<file path="src/design/scmc_pkg.sv">
// Package: offsets, bit positions, reset values and timing of the block.
// Assumes a byte-wide register port decoded from the serial interface.
package scmc_pkg;

   // ===
   // Register byte addresses (low byte)
   localparam logic [5:0] OFS_DAC = 6'h30;
   localparam logic [5:0] OFS_OFFSET = 6'h32;
   localparam logic [5:0] OFS_MSC = 6'h34;
   localparam logic [5:0] OFS_SMPL = 6'h36;
   localparam logic [5:0] OFS_STATUS = 6'h3C;
   localparam logic [5:0] OFS_CMD = 6'h3E;

   // ===
   // Status flag positions
   localparam int ST_SUP_LOW = 0;
   localparam int ST_SUP_HIGH = 1;
   localparam int ST_UPD_FAIL = 2;
   localparam int ST_SPI_FAIL = 3;
   localparam int ST_SELF_FAIL = 5;
   localparam int ST_ALM1 = 8;
   localparam int ST_ALM2 = 9;

   // ===
   // Command bit positions
   localparam int CMD_ZERO = 0;
   localparam int CMD_FACTORY = 1;
   localparam int CMD_DAC = 2;
   localparam int CMD_STORE = 3;
   localparam int CMD_CLR = 4;
   localparam int CMD_SOFT_RST = 7;

   // ===
   // Misc-control bits and write masks
   localparam int MSC_DR_SEL = 0;
   localparam int MSC_DR_POL = 1;
   localparam int MSC_DR_EN = 2;
   localparam int MSC_SELF_EN = 8;
   localparam int MSC_REV = 9;
   localparam int MSC_NO_PST = 10;
   localparam logic [15:0] MSC_WMASK = 16'h0707;
   localparam logic [15:0] SMPL_WMASK = 16'h00FF;
   localparam logic [15:0] DAC_WMASK = 16'h0FFF;

   // ===
   // Reset values and the self-test sample period
   localparam logic [15:0] RST_STATUS = 16'h0000;
   localparam logic [15:0] RST_MSC = 16'h0000;
   localparam logic [15:0] RST_SMPL = 16'h0008;
   localparam logic [15:0] RST_OFFSET = 16'h0000;
   localparam logic [15:0] RST_DAC = 16'h0000;
   localparam logic [15:0] SMPL_FAST = 16'h0001;

   // ===
   // Angle codes, 0.025 degree per step
   localparam logic [13:0] ANGLE_FULL = 14'h3840;
   localparam logic [13:0] ANGLE_HALF = 14'h1C20;
   localparam logic [13:0] ANGLE_SELF = 14'h05C8;

   // ===
   // Nonvolatile image entries
   localparam logic [1:0] NV_MSC = 2'h0;
   localparam logic [1:0] NV_SMPL = 2'h1;
   localparam logic [1:0] NV_OFFSET = 2'h2;
   localparam logic [1:0] NV_LAST = 2'h2;

   // ===
   // Timing
   localparam int CLK_MHZ = 200;
   localparam int FLASH_TIME_MS = 50;
   localparam int FLASH_CYCLES = FLASH_TIME_MS * CLK_MHZ * 1000;

   typedef enum logic [1:0] {NV_IDLE, NV_WRITE, NV_WAIT, NV_LOAD} nv_state_e;

endpackage

</file>
<file path="src/design/nv_image_mem.sv">
// Small memory holding the nonvolatile register image.
// Assumes one write or one read per cycle; read data come from a register.
`timescale 1ns/100ps
module nv_image_mem
(
   // Clock
   input wire logic clk,
   // Access
   input wire logic wr_en,
   input wire logic [1:0] addr,
   input wire logic [15:0] wr_data,
   output logic [15:0] rd_data
);
   logic [15:0] mem_ff [0:3];
   logic [15:0] rd_data_ff;

   // ===
   // Storage and registered read
   always_ff @(posedge clk)
   begin
      if (wr_en)
      begin
         mem_ff[addr] <= wr_data;
      end
      rd_data_ff <= mem_ff[addr];
   end

   assign rd_data = rd_data_ff;
endmodule

</file>
<file path="src/design/status_command_misc_control.sv">
// Status flags, global commands and miscellaneous control of a tilt sensor.
// Assumes a byte register port from the serial front end, synchronous inputs.
// Function
// - Status word is read-only, resets to zero, writes ignored.
// - Each flag is set again every cycle while its condition persists.
// - Supply flags at bits 0 and 1 clear themselves when supply is in range.
// - Bit 1 flags supply above 3.625 V, bit 0 below 2.975 V.
// - Bit 3 flags serial failure, bit 2 flags failed control update.
// - Output words carry alarm in bit 14; bits 9 and 8 show alarms.
// - Bit 5 reports self-test failure as one, pass as zero.
// - Write-only command word; ones launch reset, clear, store, latch, factory, zero.
// - Each write of command bit 4 clears once all status flags whose condition is absent in that cycle.
// - Store copies nonvolatile registers to flash; host keeps quiet 50 ms.
// - DAC takes new data only on the latch command.
// - Factory reset zeroes tilt offset, clears filters, then stores to flash.
// - Zeroing loads offset making both outputs zero, then stores to flash.
// - Enabled data-ready drives the selected general-purpose pin after processing.
// - Data-ready goes active on processing done, inactive midway next conversion.
// - Pin priority: misc control over alarm control over pin control.
// - During self-test the inclination outputs show nominal 37 degrees.
// - Self-test forces a fast sample period, restoring the original afterwards.
// - Misc bit 2 enables data-ready, bit 1 active-high, bit 0 second line.
// - Misc bit 9 reverses rotation of both inclination outputs.
`timescale 1ns/100ps
module status_command_misc_control
#(
   parameter int FLASH_WAIT = scmc_pkg::FLASH_CYCLES
)
(
   // Clock and reset
   input wire logic clk,
   input wire logic rst_n,
   // Register port
   input wire logic reg_wr_en,
   input wire logic [5:0] reg_wr_addr,
   input wire logic [7:0] reg_wr_data,
   input wire logic reg_rd_en,
   input wire logic [5:0] reg_rd_addr,
   output logic [15:0] reg_rd_data,
   // Condition inputs
   input wire logic supply_low,
   input wire logic supply_high,
   input wire logic spi_fail,
   input wire logic alarm1_active,
   input wire logic alarm2_active,
   input wire logic self_check_fail,
   // Conversion timing
   input wire logic proc_done,
   input wire logic conv_midway,
   // Angle path
   input wire logic [13:0] incl_raw,
   output logic [15:0] incl_word,
   output logic [15:0] incl180_word,
   // Side effects
   output logic [15:0] sample_period_reg,
   output logic [11:0] dac_code,
   output logic filter_clear,
   output logic flash_busy,
   // Pin claims from alarm control and pin control
   input wire logic [1:0] alm_pin_claim,
   input wire logic [1:0] alm_pin_level,
   input wire logic [1:0] gpio_dir,
   input wire logic [1:0] gpio_level,
   // General-purpose pins
   output logic io_line_first_out,
   output logic io_line_first_oe,
   output logic io_line_second_out,
   output logic io_line_second_oe
);
   import scmc_pkg::*;

   logic [1:0] rst_sync_ff;
   logic rst_s_n;
   logic [7:0] cmd_ff;
   logic [15:0] status_ff;
   logic [15:0] nxt_status;
   logic [15:0] misc_control_reg_ff;
   logic [15:0] smpl_ff;
   logic [15:0] smpl_saved_ff;
   logic [15:0] tilt_offset_reg_ff;
   logic [15:0] dac_data_ff;
   logic [11:0] dac_code_ff;
   logic self_run_ff;
   logic dr_active_ff;
   logic filter_clear_ff;
   logic [15:0] rd_data_ff;
   logic [15:0] incl_word_ff;
   logic [15:0] incl180_word_ff;
   logic [1:0] io_out_ff;
   logic [1:0] io_oe_ff;
   nv_state_e nv_state_ff;
   logic [1:0] nv_idx_ff;
   logic [23:0] wait_cnt_ff;
   logic image_valid_ff;
   logic flash_busy_ff;
   logic load_vld_ff;
   logic [1:0] load_idx_ff;
   logic [15:0] mem_rd;
   logic [15:0] mem_wdata;
   logic mem_wr;
   logic soft_rst;
   logic store_req;
   logic nv_busy;
   logic upd_fail;
   logic [13:0] angle_diff;
   logic [13:0] angle_corr;
   logic [13:0] angle_show;
   logic dr_level;

   // ===
   // Reset release through two flip-flops
   always_ff @(posedge clk or negedge rst_n)
   begin
      if (!rst_n)
      begin
         rst_sync_ff <= 2'h0;
      end
      else
      begin
         rst_sync_ff <= {rst_sync_ff[0], 1'b1};
      end
   end
   assign rst_s_n = rst_sync_ff[1];

   // Merge one byte under a writable mask
   function automatic logic [15:0] merge_byte(input logic [15:0] old, input logic hi,
                                              input logic [7:0] data,
                                              input logic [15:0] mask);
      logic [15:0] nv;
      nv = hi ? {data, old[7:0]} : {old[15:8], data};
      return (nv & mask) | (old & ~mask);
   endfunction

   // ===
   // Command pulses, one cycle each
   always_ff @(posedge clk or negedge rst_s_n)
   begin
      if (!rst_s_n)
      begin
         cmd_ff <= 8'h00;
      end
      else if (reg_wr_en && reg_wr_addr == OFS_CMD)
      begin
         cmd_ff <= reg_wr_data;
      end
      else
      begin
         cmd_ff <= 8'h00;
      end
   end
   assign soft_rst = cmd_ff[CMD_SOFT_RST];
   assign store_req = cmd_ff[CMD_STORE] | cmd_ff[CMD_FACTORY] | cmd_ff[CMD_ZERO];
   assign nv_busy = (nv_state_ff != NV_IDLE);

   // Update failure: store or NV write while busy
   assign upd_fail = (store_req && nv_busy) ||
                     (reg_wr_en && nv_busy && reg_wr_addr[5:1] >= OFS_OFFSET[5:1] &&
                      reg_wr_addr[5:1] <= OFS_SMPL[5:1]);

   // ===
   // Status flags; a set in the clearing cycle wins
   always_comb
   begin
      nxt_status = status_ff;
      if (cmd_ff[CMD_CLR] || soft_rst)
      begin
         nxt_status = RST_STATUS;
      end
      if (spi_fail)
      begin
         nxt_status[ST_SPI_FAIL] = 1'b1;
      end
      if (upd_fail)
      begin
         nxt_status[ST_UPD_FAIL] = 1'b1;
      end
      if (self_run_ff && self_check_fail)
      begin
         nxt_status[ST_SELF_FAIL] = 1'b1;
      end
      if (alarm1_active)
      begin
         nxt_status[ST_ALM1] = 1'b1;
      end
      if (alarm2_active)
      begin
         nxt_status[ST_ALM2] = 1'b1;
      end
      // Supply flags follow the comparators directly
      nxt_status[ST_SUP_LOW] = supply_low;
      nxt_status[ST_SUP_HIGH] = supply_high;
   end

   // Status register: no write path reaches it
   always_ff @(posedge clk or negedge rst_s_n)
   begin
      if (!rst_s_n)
      begin
         status_ff <= RST_STATUS;
      end
      else
      begin
         status_ff <= nxt_status;
      end
   end

   // ===
   // Misc control; self-test bit is volatile
   always_ff @(posedge clk or negedge rst_s_n)
   begin
      if (!rst_s_n)
      begin
         misc_control_reg_ff <= RST_MSC;
      end
      else if (soft_rst)
      begin
         misc_control_reg_ff <= RST_MSC;
      end
      else if (load_vld_ff && load_idx_ff == NV_MSC)
      begin
         misc_control_reg_ff <= mem_rd & MSC_WMASK & ~(16'h0001 << MSC_SELF_EN);
      end
      else if (reg_wr_en && !nv_busy && reg_wr_addr[5:1] == OFS_MSC[5:1])
      begin
         misc_control_reg_ff <= merge_byte(misc_control_reg_ff, reg_wr_addr[0],
                                           reg_wr_data, MSC_WMASK);
      end
   end

   // ===
   // Sample period with self-test swap and restore
   always_ff @(posedge clk or negedge rst_s_n)
   begin
      if (!rst_s_n)
      begin
         smpl_ff <= RST_SMPL;
         smpl_saved_ff <= RST_SMPL;
         self_run_ff <= 1'b0;
      end
      else if (soft_rst)
      begin
         smpl_ff <= self_run_ff ? smpl_saved_ff : smpl_ff;
         self_run_ff <= 1'b0;
      end
      else if (misc_control_reg_ff[MSC_SELF_EN] && !self_run_ff)
      begin
         smpl_saved_ff <= smpl_ff;
         smpl_ff <= SMPL_FAST;
         self_run_ff <= 1'b1;
      end
      else if (!misc_control_reg_ff[MSC_SELF_EN] && self_run_ff)
      begin
         smpl_ff <= smpl_saved_ff;
         self_run_ff <= 1'b0;
      end
      else if (load_vld_ff && load_idx_ff == NV_SMPL)
      begin
         smpl_ff <= mem_rd & SMPL_WMASK;
      end
      else if (reg_wr_en && !nv_busy && !self_run_ff &&
               reg_wr_addr[5:1] == OFS_SMPL[5:1])
      begin
         smpl_ff <= merge_byte(smpl_ff, reg_wr_addr[0], reg_wr_data, SMPL_WMASK);
      end
   end

   // ===
   // Tilt offset: host write, factory reset, zeroing, image reload
   always_ff @(posedge clk or negedge rst_s_n)
   begin
      if (!rst_s_n)
      begin
         tilt_offset_reg_ff <= RST_OFFSET;
      end
      else if (soft_rst || (cmd_ff[CMD_FACTORY] && !nv_busy))
      begin
         tilt_offset_reg_ff <= RST_OFFSET;
      end
      else if (cmd_ff[CMD_ZERO] && !nv_busy)
      begin
         tilt_offset_reg_ff <= {2'h0, incl_raw};
      end
      else if (load_vld_ff && load_idx_ff == NV_OFFSET)
      begin
         tilt_offset_reg_ff <= mem_rd;
      end
      else if (reg_wr_en && !nv_busy && reg_wr_addr[5:1] == OFS_OFFSET[5:1])
      begin
         tilt_offset_reg_ff <= merge_byte(tilt_offset_reg_ff, reg_wr_addr[0],
                                          reg_wr_data, 16'h3FFF);
      end
   end

   // ===
   // DAC data bytes and latched code
   always_ff @(posedge clk or negedge rst_s_n)
   begin
      if (!rst_s_n)
      begin
         dac_data_ff <= RST_DAC;
         dac_code_ff <= 12'h000;
         filter_clear_ff <= 1'b0;
      end
      else
      begin
         if (reg_wr_en && reg_wr_addr[5:1] == OFS_DAC[5:1])
         begin
            dac_data_ff <= merge_byte(dac_data_ff, reg_wr_addr[0], reg_wr_data, DAC_WMASK);
         end
         if (cmd_ff[CMD_DAC])
         begin
            dac_code_ff <= dac_data_ff[11:0];
         end
         filter_clear_ff <= cmd_ff[CMD_FACTORY] && !nv_busy;
      end
   end

   // ===
   // Flash store and reload sequencer
   always_ff @(posedge clk or negedge rst_s_n)
   begin
      if (!rst_s_n)
      begin
         nv_state_ff <= NV_IDLE;
         nv_idx_ff <= 2'h0;
         wait_cnt_ff <= 24'h000000;
         image_valid_ff <= 1'b0;
         flash_busy_ff <= 1'b0;
         load_vld_ff <= 1'b0;
         load_idx_ff <= 2'h0;
      end
      else
      begin
         load_vld_ff <= (nv_state_ff == NV_LOAD);
         load_idx_ff <= nv_idx_ff;
         case (nv_state_ff)
            NV_IDLE:
            begin
               nv_idx_ff <= 2'h0;
               if (soft_rst && image_valid_ff)
               begin
                  nv_state_ff <= NV_LOAD;
               end
               else if (store_req)
               begin
                  nv_state_ff <= NV_WRITE;
                  flash_busy_ff <= 1'b1;
               end
            end
            NV_WRITE:
            begin
               nv_idx_ff <= nv_idx_ff + 2'h1;
               if (nv_idx_ff == NV_LAST)
               begin
                  image_valid_ff <= 1'b1;
                  wait_cnt_ff <= 24'(FLASH_WAIT - 1);
                  nv_state_ff <= NV_WAIT;
               end
            end
            NV_WAIT:
            begin
               // Flash programming time, busy shown throughout
               wait_cnt_ff <= wait_cnt_ff - 24'h000001;
               if (wait_cnt_ff == 24'h000000)
               begin
                  nv_state_ff <= NV_IDLE;
                  flash_busy_ff <= 1'b0;
               end
            end
            NV_LOAD:
            begin
               nv_idx_ff <= nv_idx_ff + 2'h1;
               if (nv_idx_ff == NV_LAST)
               begin
                  nv_state_ff <= NV_IDLE;
               end
            end
            default:
            begin
               nv_state_ff <= NV_IDLE;
            end
         endcase
      end
   end

   // Image data: the period from before any self-test is stored
   assign mem_wr = (nv_state_ff == NV_WRITE);
   assign mem_wdata = (nv_idx_ff == NV_MSC) ? (misc_control_reg_ff & MSC_WMASK) :
                      (nv_idx_ff == NV_SMPL) ? (self_run_ff ? smpl_saved_ff : smpl_ff) :
                      tilt_offset_reg_ff;

   nv_image_mem u_nv_image_mem
   (
      .clk(clk),
      .wr_en(mem_wr),
      .addr(nv_idx_ff),
      .wr_data(mem_wdata),
      .rd_data(mem_rd)
   );

   // ===
   // Angle outputs: offset, reverse rotation, self-test override
   assign angle_diff = (incl_raw >= tilt_offset_reg_ff[13:0]) ?
                       (incl_raw - tilt_offset_reg_ff[13:0]) :
                       (incl_raw + ANGLE_FULL - tilt_offset_reg_ff[13:0]);
   assign angle_corr = (misc_control_reg_ff[MSC_REV] && angle_diff != 14'h0000) ?
                       (ANGLE_FULL - angle_diff) : angle_diff;
   assign angle_show = self_run_ff ? ANGLE_SELF : angle_corr;

   // Output words with the alarm indicator in bit 14
   always_ff @(posedge clk or negedge rst_s_n)
   begin
      if (!rst_s_n)
      begin
         incl_word_ff <= 16'h0000;
         incl180_word_ff <= 16'h0000;
      end
      else
      begin
         incl_word_ff <= {1'b0, status_ff != RST_STATUS, angle_show};
         incl180_word_ff <= {1'b0, status_ff != RST_STATUS,
                             (angle_show > ANGLE_HALF) ? (angle_show - ANGLE_FULL) :
                             angle_show};
      end
   end

   // ===
   // Data-ready pulse, processing done to midway
   always_ff @(posedge clk or negedge rst_s_n)
   begin
      if (!rst_s_n)
      begin
         dr_active_ff <= 1'b0;
      end
      else if (soft_rst || !misc_control_reg_ff[MSC_DR_EN])
      begin
         dr_active_ff <= 1'b0;
      end
      else if (proc_done)
      begin
         dr_active_ff <= 1'b1;
      end
      else if (conv_midway)
      begin
         dr_active_ff <= 1'b0;
      end
   end
   assign dr_level = dr_active_ff ~^ misc_control_reg_ff[MSC_DR_POL];

   // ===
   // Pin arbitration, one copy per general-purpose pin
   genvar gi;
   generate
      for (gi = 0; gi < 2; gi++)
      begin : g_pin
         always_ff @(posedge clk or negedge rst_s_n)
         begin
            if (!rst_s_n)
            begin
               io_out_ff[gi] <= 1'b0;
               io_oe_ff[gi] <= 1'b0;
            end
            else if (misc_control_reg_ff[MSC_DR_EN] &&
                     misc_control_reg_ff[MSC_DR_SEL] == 1'(gi))
            begin
               io_out_ff[gi] <= dr_level;
               io_oe_ff[gi] <= 1'b1;
            end
            else if (alm_pin_claim[gi])
            begin
               io_out_ff[gi] <= alm_pin_level[gi];
               io_oe_ff[gi] <= 1'b1;
            end
            else
            begin
               io_out_ff[gi] <= gpio_level[gi];
               io_oe_ff[gi] <= gpio_dir[gi];
            end
         end
      end
   endgenerate

   // ===
   // Register read; command and unmapped words read zero
   always_ff @(posedge clk or negedge rst_s_n)
   begin
      if (!rst_s_n)
      begin
         rd_data_ff <= 16'h0000;
      end
      else if (reg_rd_en)
      begin
         if (reg_rd_addr[5:1] == OFS_STATUS[5:1])
         begin
            rd_data_ff <= status_ff;
         end
         else if (reg_rd_addr[5:1] == OFS_MSC[5:1])
         begin
            rd_data_ff <= misc_control_reg_ff;
         end
         else if (reg_rd_addr[5:1] == OFS_SMPL[5:1])
         begin
            rd_data_ff <= smpl_ff;
         end
         else if (reg_rd_addr[5:1] == OFS_OFFSET[5:1])
         begin
            rd_data_ff <= tilt_offset_reg_ff;
         end
         else if (reg_rd_addr[5:1] == OFS_DAC[5:1])
         begin
            rd_data_ff <= dac_data_ff;
         end
         else
         begin
            rd_data_ff <= 16'h0000;
         end
      end
   end

   // Output connections, all from flip-flops
   assign reg_rd_data = rd_data_ff;
   assign incl_word = incl_word_ff;
   assign incl180_word = incl180_word_ff;
   assign sample_period_reg = smpl_ff;
   assign dac_code = dac_code_ff;
   assign filter_clear = filter_clear_ff;
   assign flash_busy = flash_busy_ff;
   assign io_line_first_out = io_out_ff[0];
   assign io_line_first_oe = io_oe_ff[0];
   assign io_line_second_out = io_out_ff[1];
   assign io_line_second_oe = io_oe_ff[1];
endmodule

</file>
<file path="config.mk">
export PLATFORM = sky130hd
export DESIGN_NAME = status_command_misc_control
export DESIGN_NICKNAME = d
export VERILOG_FILES = /design/src/design/scmc_pkg.sv /design/src/design/nv_image_mem.sv /design/src/design/status_command_misc_control.sv
export SDC_FILE = /design/constraint.sdc
export NUM_CORES = 1
export LEC_CHECK = 0
export BUFFER_PORTS_ARGS = -buffer_cell sky130_fd_sc_hd__buf_4
export CORE_MARGIN = 2
export CORE_UTILIZATION = 48
export DETAILED_ROUTE_END_ITERATION = 8
export GPL_TIMING_DRIVEN = 0
export PLACE_DENSITY = 0.67
export SLEW_MARGIN = 40
export SYNTH_ARGS = -nofsm -noshare
export SYNTH_HDL_FRONTEND = slang
export SYNTH_HIERARCHICAL = 1
export SYNTH_SLANG_ARGS = --single-unit
</file>
<file path="constraint.sdc">
create_clock -name clk -period 6.7 [get_ports clk]
set_input_delay 0.335 -clock clk [delete_from_list [all_inputs] [get_ports clk]]
set_output_delay 0.335 -clock clk [all_outputs]
set_load 0.03 [all_outputs]
</file>
==> metrics.txt <==
share of cells above drive strength 1=roughly a fifth; Worst EP required=7150 ps; syn_area_per_cell=10.3 µm²; number of DRC markers in iteration 0=between 900 and 1000; TritonCTS Buffers=27; hold wc startpoint=self_check_fail; first-pass GRT wire length=just under 60000 µm; Tcrit/Tclk final=84.8%; min Tclk post-route=5680 ps; total power=~8 mW; Slew Limit Fails=0; clk buf depth=3; final setup margin=1020 ps; Cell Count, Final, Fillers Out=1899; largest net degree at the start of global routing=43; vias in the first global route=10500; CTS clk-pin slew, worst paths=approximately 70 ps; Synth top area share=a little under a third; pwr dens=494 nW/µm²; die area=between 20000 and 30000 µm²; worst skew pair latency=roughly 530 ps; GPL Wtd Cong=0.927; sequential-to-total area share from yosys stat=47.8%; CP endpoint kind=flop; Yosys top cell by area=dfrtp_1; Core ar.=27900 µm²; Post-CTS Setup Repair Bufs=0; Clock Sinks=252; RR Startpoint=tilt_offset_reg_ff[4]; setup TNS=0 ps; Setup violations, final=0; Synth-to-Final Area Change=18.1%; unrepaired setup endpoints after global routing=false; FILL cells=about 2400; Pleak=slightly below 7 nW; yosys warns=6; maximum VDD drop=0.340 mV; antenna cell count=0; netlist area before placement=13700 µm²; gr ovfl total=0; Top FF cell, synth=dfrtp_1; vias per cell=5.91; largest reg by FF count=u_nv_image_mem/mem_ff; outcome=finished clean; Starting Density=between 40 and 50%; Final Hold Viols=0; Syn Inst Count=1328; Util after Layout=slightly below 60%; class of the tightest hold or removal check=input port to flop; initial antenna violation count=0; Worst-Margin Slew=865 ps; DP HPWL=around 30000 µm; worst setup path start=tilt_offset_reg_ff[4]; highest clock rate=176 MHz; Place WS=1150 ps; critical path fanouts, max=8; Pre-antenna DRT Iters=6; clock skew=around 17 ps; maxcap violations=0; Arr. time, crit path=a little over 6000 ps; dpl cells=1843; CTS tree=built; wirelength, routed=38800 µm; Critical Path Start Type=flop; Site Rows=slightly above 60; H-tree depth=1; Final #Nets=between 1500 and 2000; FFs w/ async S/R, synth=around 68%; routed len/inst=20.4 µm; Die Ht=between 150 and 200 µm; max_slew headroom=42.2%; total track usage=25.2%; Yosys cell types=87; Largest register FFs=64; Setup CP Type=flop to flop; die width=173 µm; dominant cells by area after synthesis=dfrtp_1 (31%), edfxtp_1 (14%), mux2_2 (4.3%); DRC Markers=0; Port Buffers=130; DR vias=between 10000 and 15000; Regs by FF count=u_nv_image_mem/mem_ff x64, wait_cnt_ff x24; post-route ant nets=0; Root Buffer=clkbuf_16; number of synthesized flops with an enable pin=64; num ports=136; Seq cells post-synth=252
area by class of cell:
| type | instances | area (µm²) | area share [%] |
|---|---|---|---|
| Timing Repair Buffer | 147 | 1190 | 7.33 |
| Inverter | 71 | 267 | 1.65 |
| Sequential cell | 252 | 6550 | 40.5 |
| Clock inverter | 14 | 105 | 0.649 |
| Tap cell | 378 | 473 | 2.92 |
| Clock buffer | 31 | 691 | 4.27 |
| Buffer | 68 | 314 | 1.94 |
| Multi-Input combinational cell | 938 | 6600 | 40.8 |
final timing paths:
check	endpoint	slack, ps	depth (start not counted)
worst max-delay path	incl180_word[9]	1020	18
worst min-delay path	status_ff[5]	50	2
worst max register to register	incl180_word[9]	1020	18
worst min register to register	incl180_word[4]	230	0
max in group asynchronous	nv_idx_ff[0]	5400	3
min in group asynchronous	rst_sync_ff[1]	130	2
layer usage:
layer / vias to the layer above / routed length (µm) / GRT usage [%] / share of wire [%]
li1: 5233 / - / - / -
met4: 0 / 962 / 6.60 / 2.5
met3: 67 / 2510 / 3.23 / 6.5
met1: 5510 / 17500 / 36.7 / 45
met5: - / 0 / 0 / 0
met2: 413 / 17800 / 40.1 / 46
layout by cell type (no fill, tap or decap), drive strengths merged, types with 12 or more instances in the layout:
cell / n
dfrtp: 170
buf: 159
nand2: 118
nor2: 92
a21oi: 89
o21ai: 83
clkbuf: 77
inv: 72
edfxtp: 64
mux2: 52
ha: 39
nor3: 37
nand3: 30
mux2i: 26
nor2b: 21
and2: 19
a211oi: 18
o31ai: 17
mux4: 17
xnor2: 17
a22oi: 16
dfxtp: 16
and3: 14
or3: 13
o211ai: 13
a21o: 12
nor3b: 12
worst max-delay path: stages (launching register included):
cell      delay (ps)
dfrtp_1          430
inv_1            130
ha_1             450
nand4_1          200
a21oi_1          630
o21ai_0          170
a211oi_1         670
or4b_1           520
a21oi_2          260
nand2_1           90
a311o_1          380
inv_1            130
ha_1             190
nor3b_1          190
mux2_2           200
a311o_1          200
a31oi_4          150
nor4b_1          440
xor2_1           180
cell families (layout without fill, tap and decap cells):
group / count (synthesis) / count (layout) / share of synthesized area (%)
AOI/OAI and AO/OA: 353 / 353 / 17.3
xor gates and xnor gates: 28 / 28 / 1.84
adders and majority gates: 48 / 48 / 4.87
buffers and inverters: 139 / 331 / 4.24
DFF: 252 / 252 / 47.8
muxes: 95 / 95 / 8.96
other: 2 / 3 / 0.0548
and+or+nand+nor: 411 / 411 / 15.0
what timing repair did:
action / CTS / global route
hold buffers: 10 / 0
resized for setup: 0 / 0
endpoints found under the hold margin: 9 / 0
where the power goes:
| group | switching, mW | internal [mW] |
|---|---|---|
| Clock | 0.593 | 0.774 |
| Sequential | 0.356 | 2.04 |
| Combinational | 2.62 | 1.61 |
synth_stat cells, types with 29 or more instances:
cell type,count
dfrtp_1,170
nand2_1,118
nor2_1,91
a21oi_1,86
o21ai_0,83
inv_1,68
edfxtp_1,64
mux2_2,52
clkbuf_1,46
ha_1,39
nor3_1,36
nand3_1,29
stage by stage:
stage	hold slack [ps]	instance area, µm²
after floorplan	39.4	13700
after global placement	117	15200
after detailed placement	119	15300
after CTS	44.0	16200
after global routing	56.2	16200
final	51.7	16200
No activity file was read; power rests on OpenSTA's default activity.
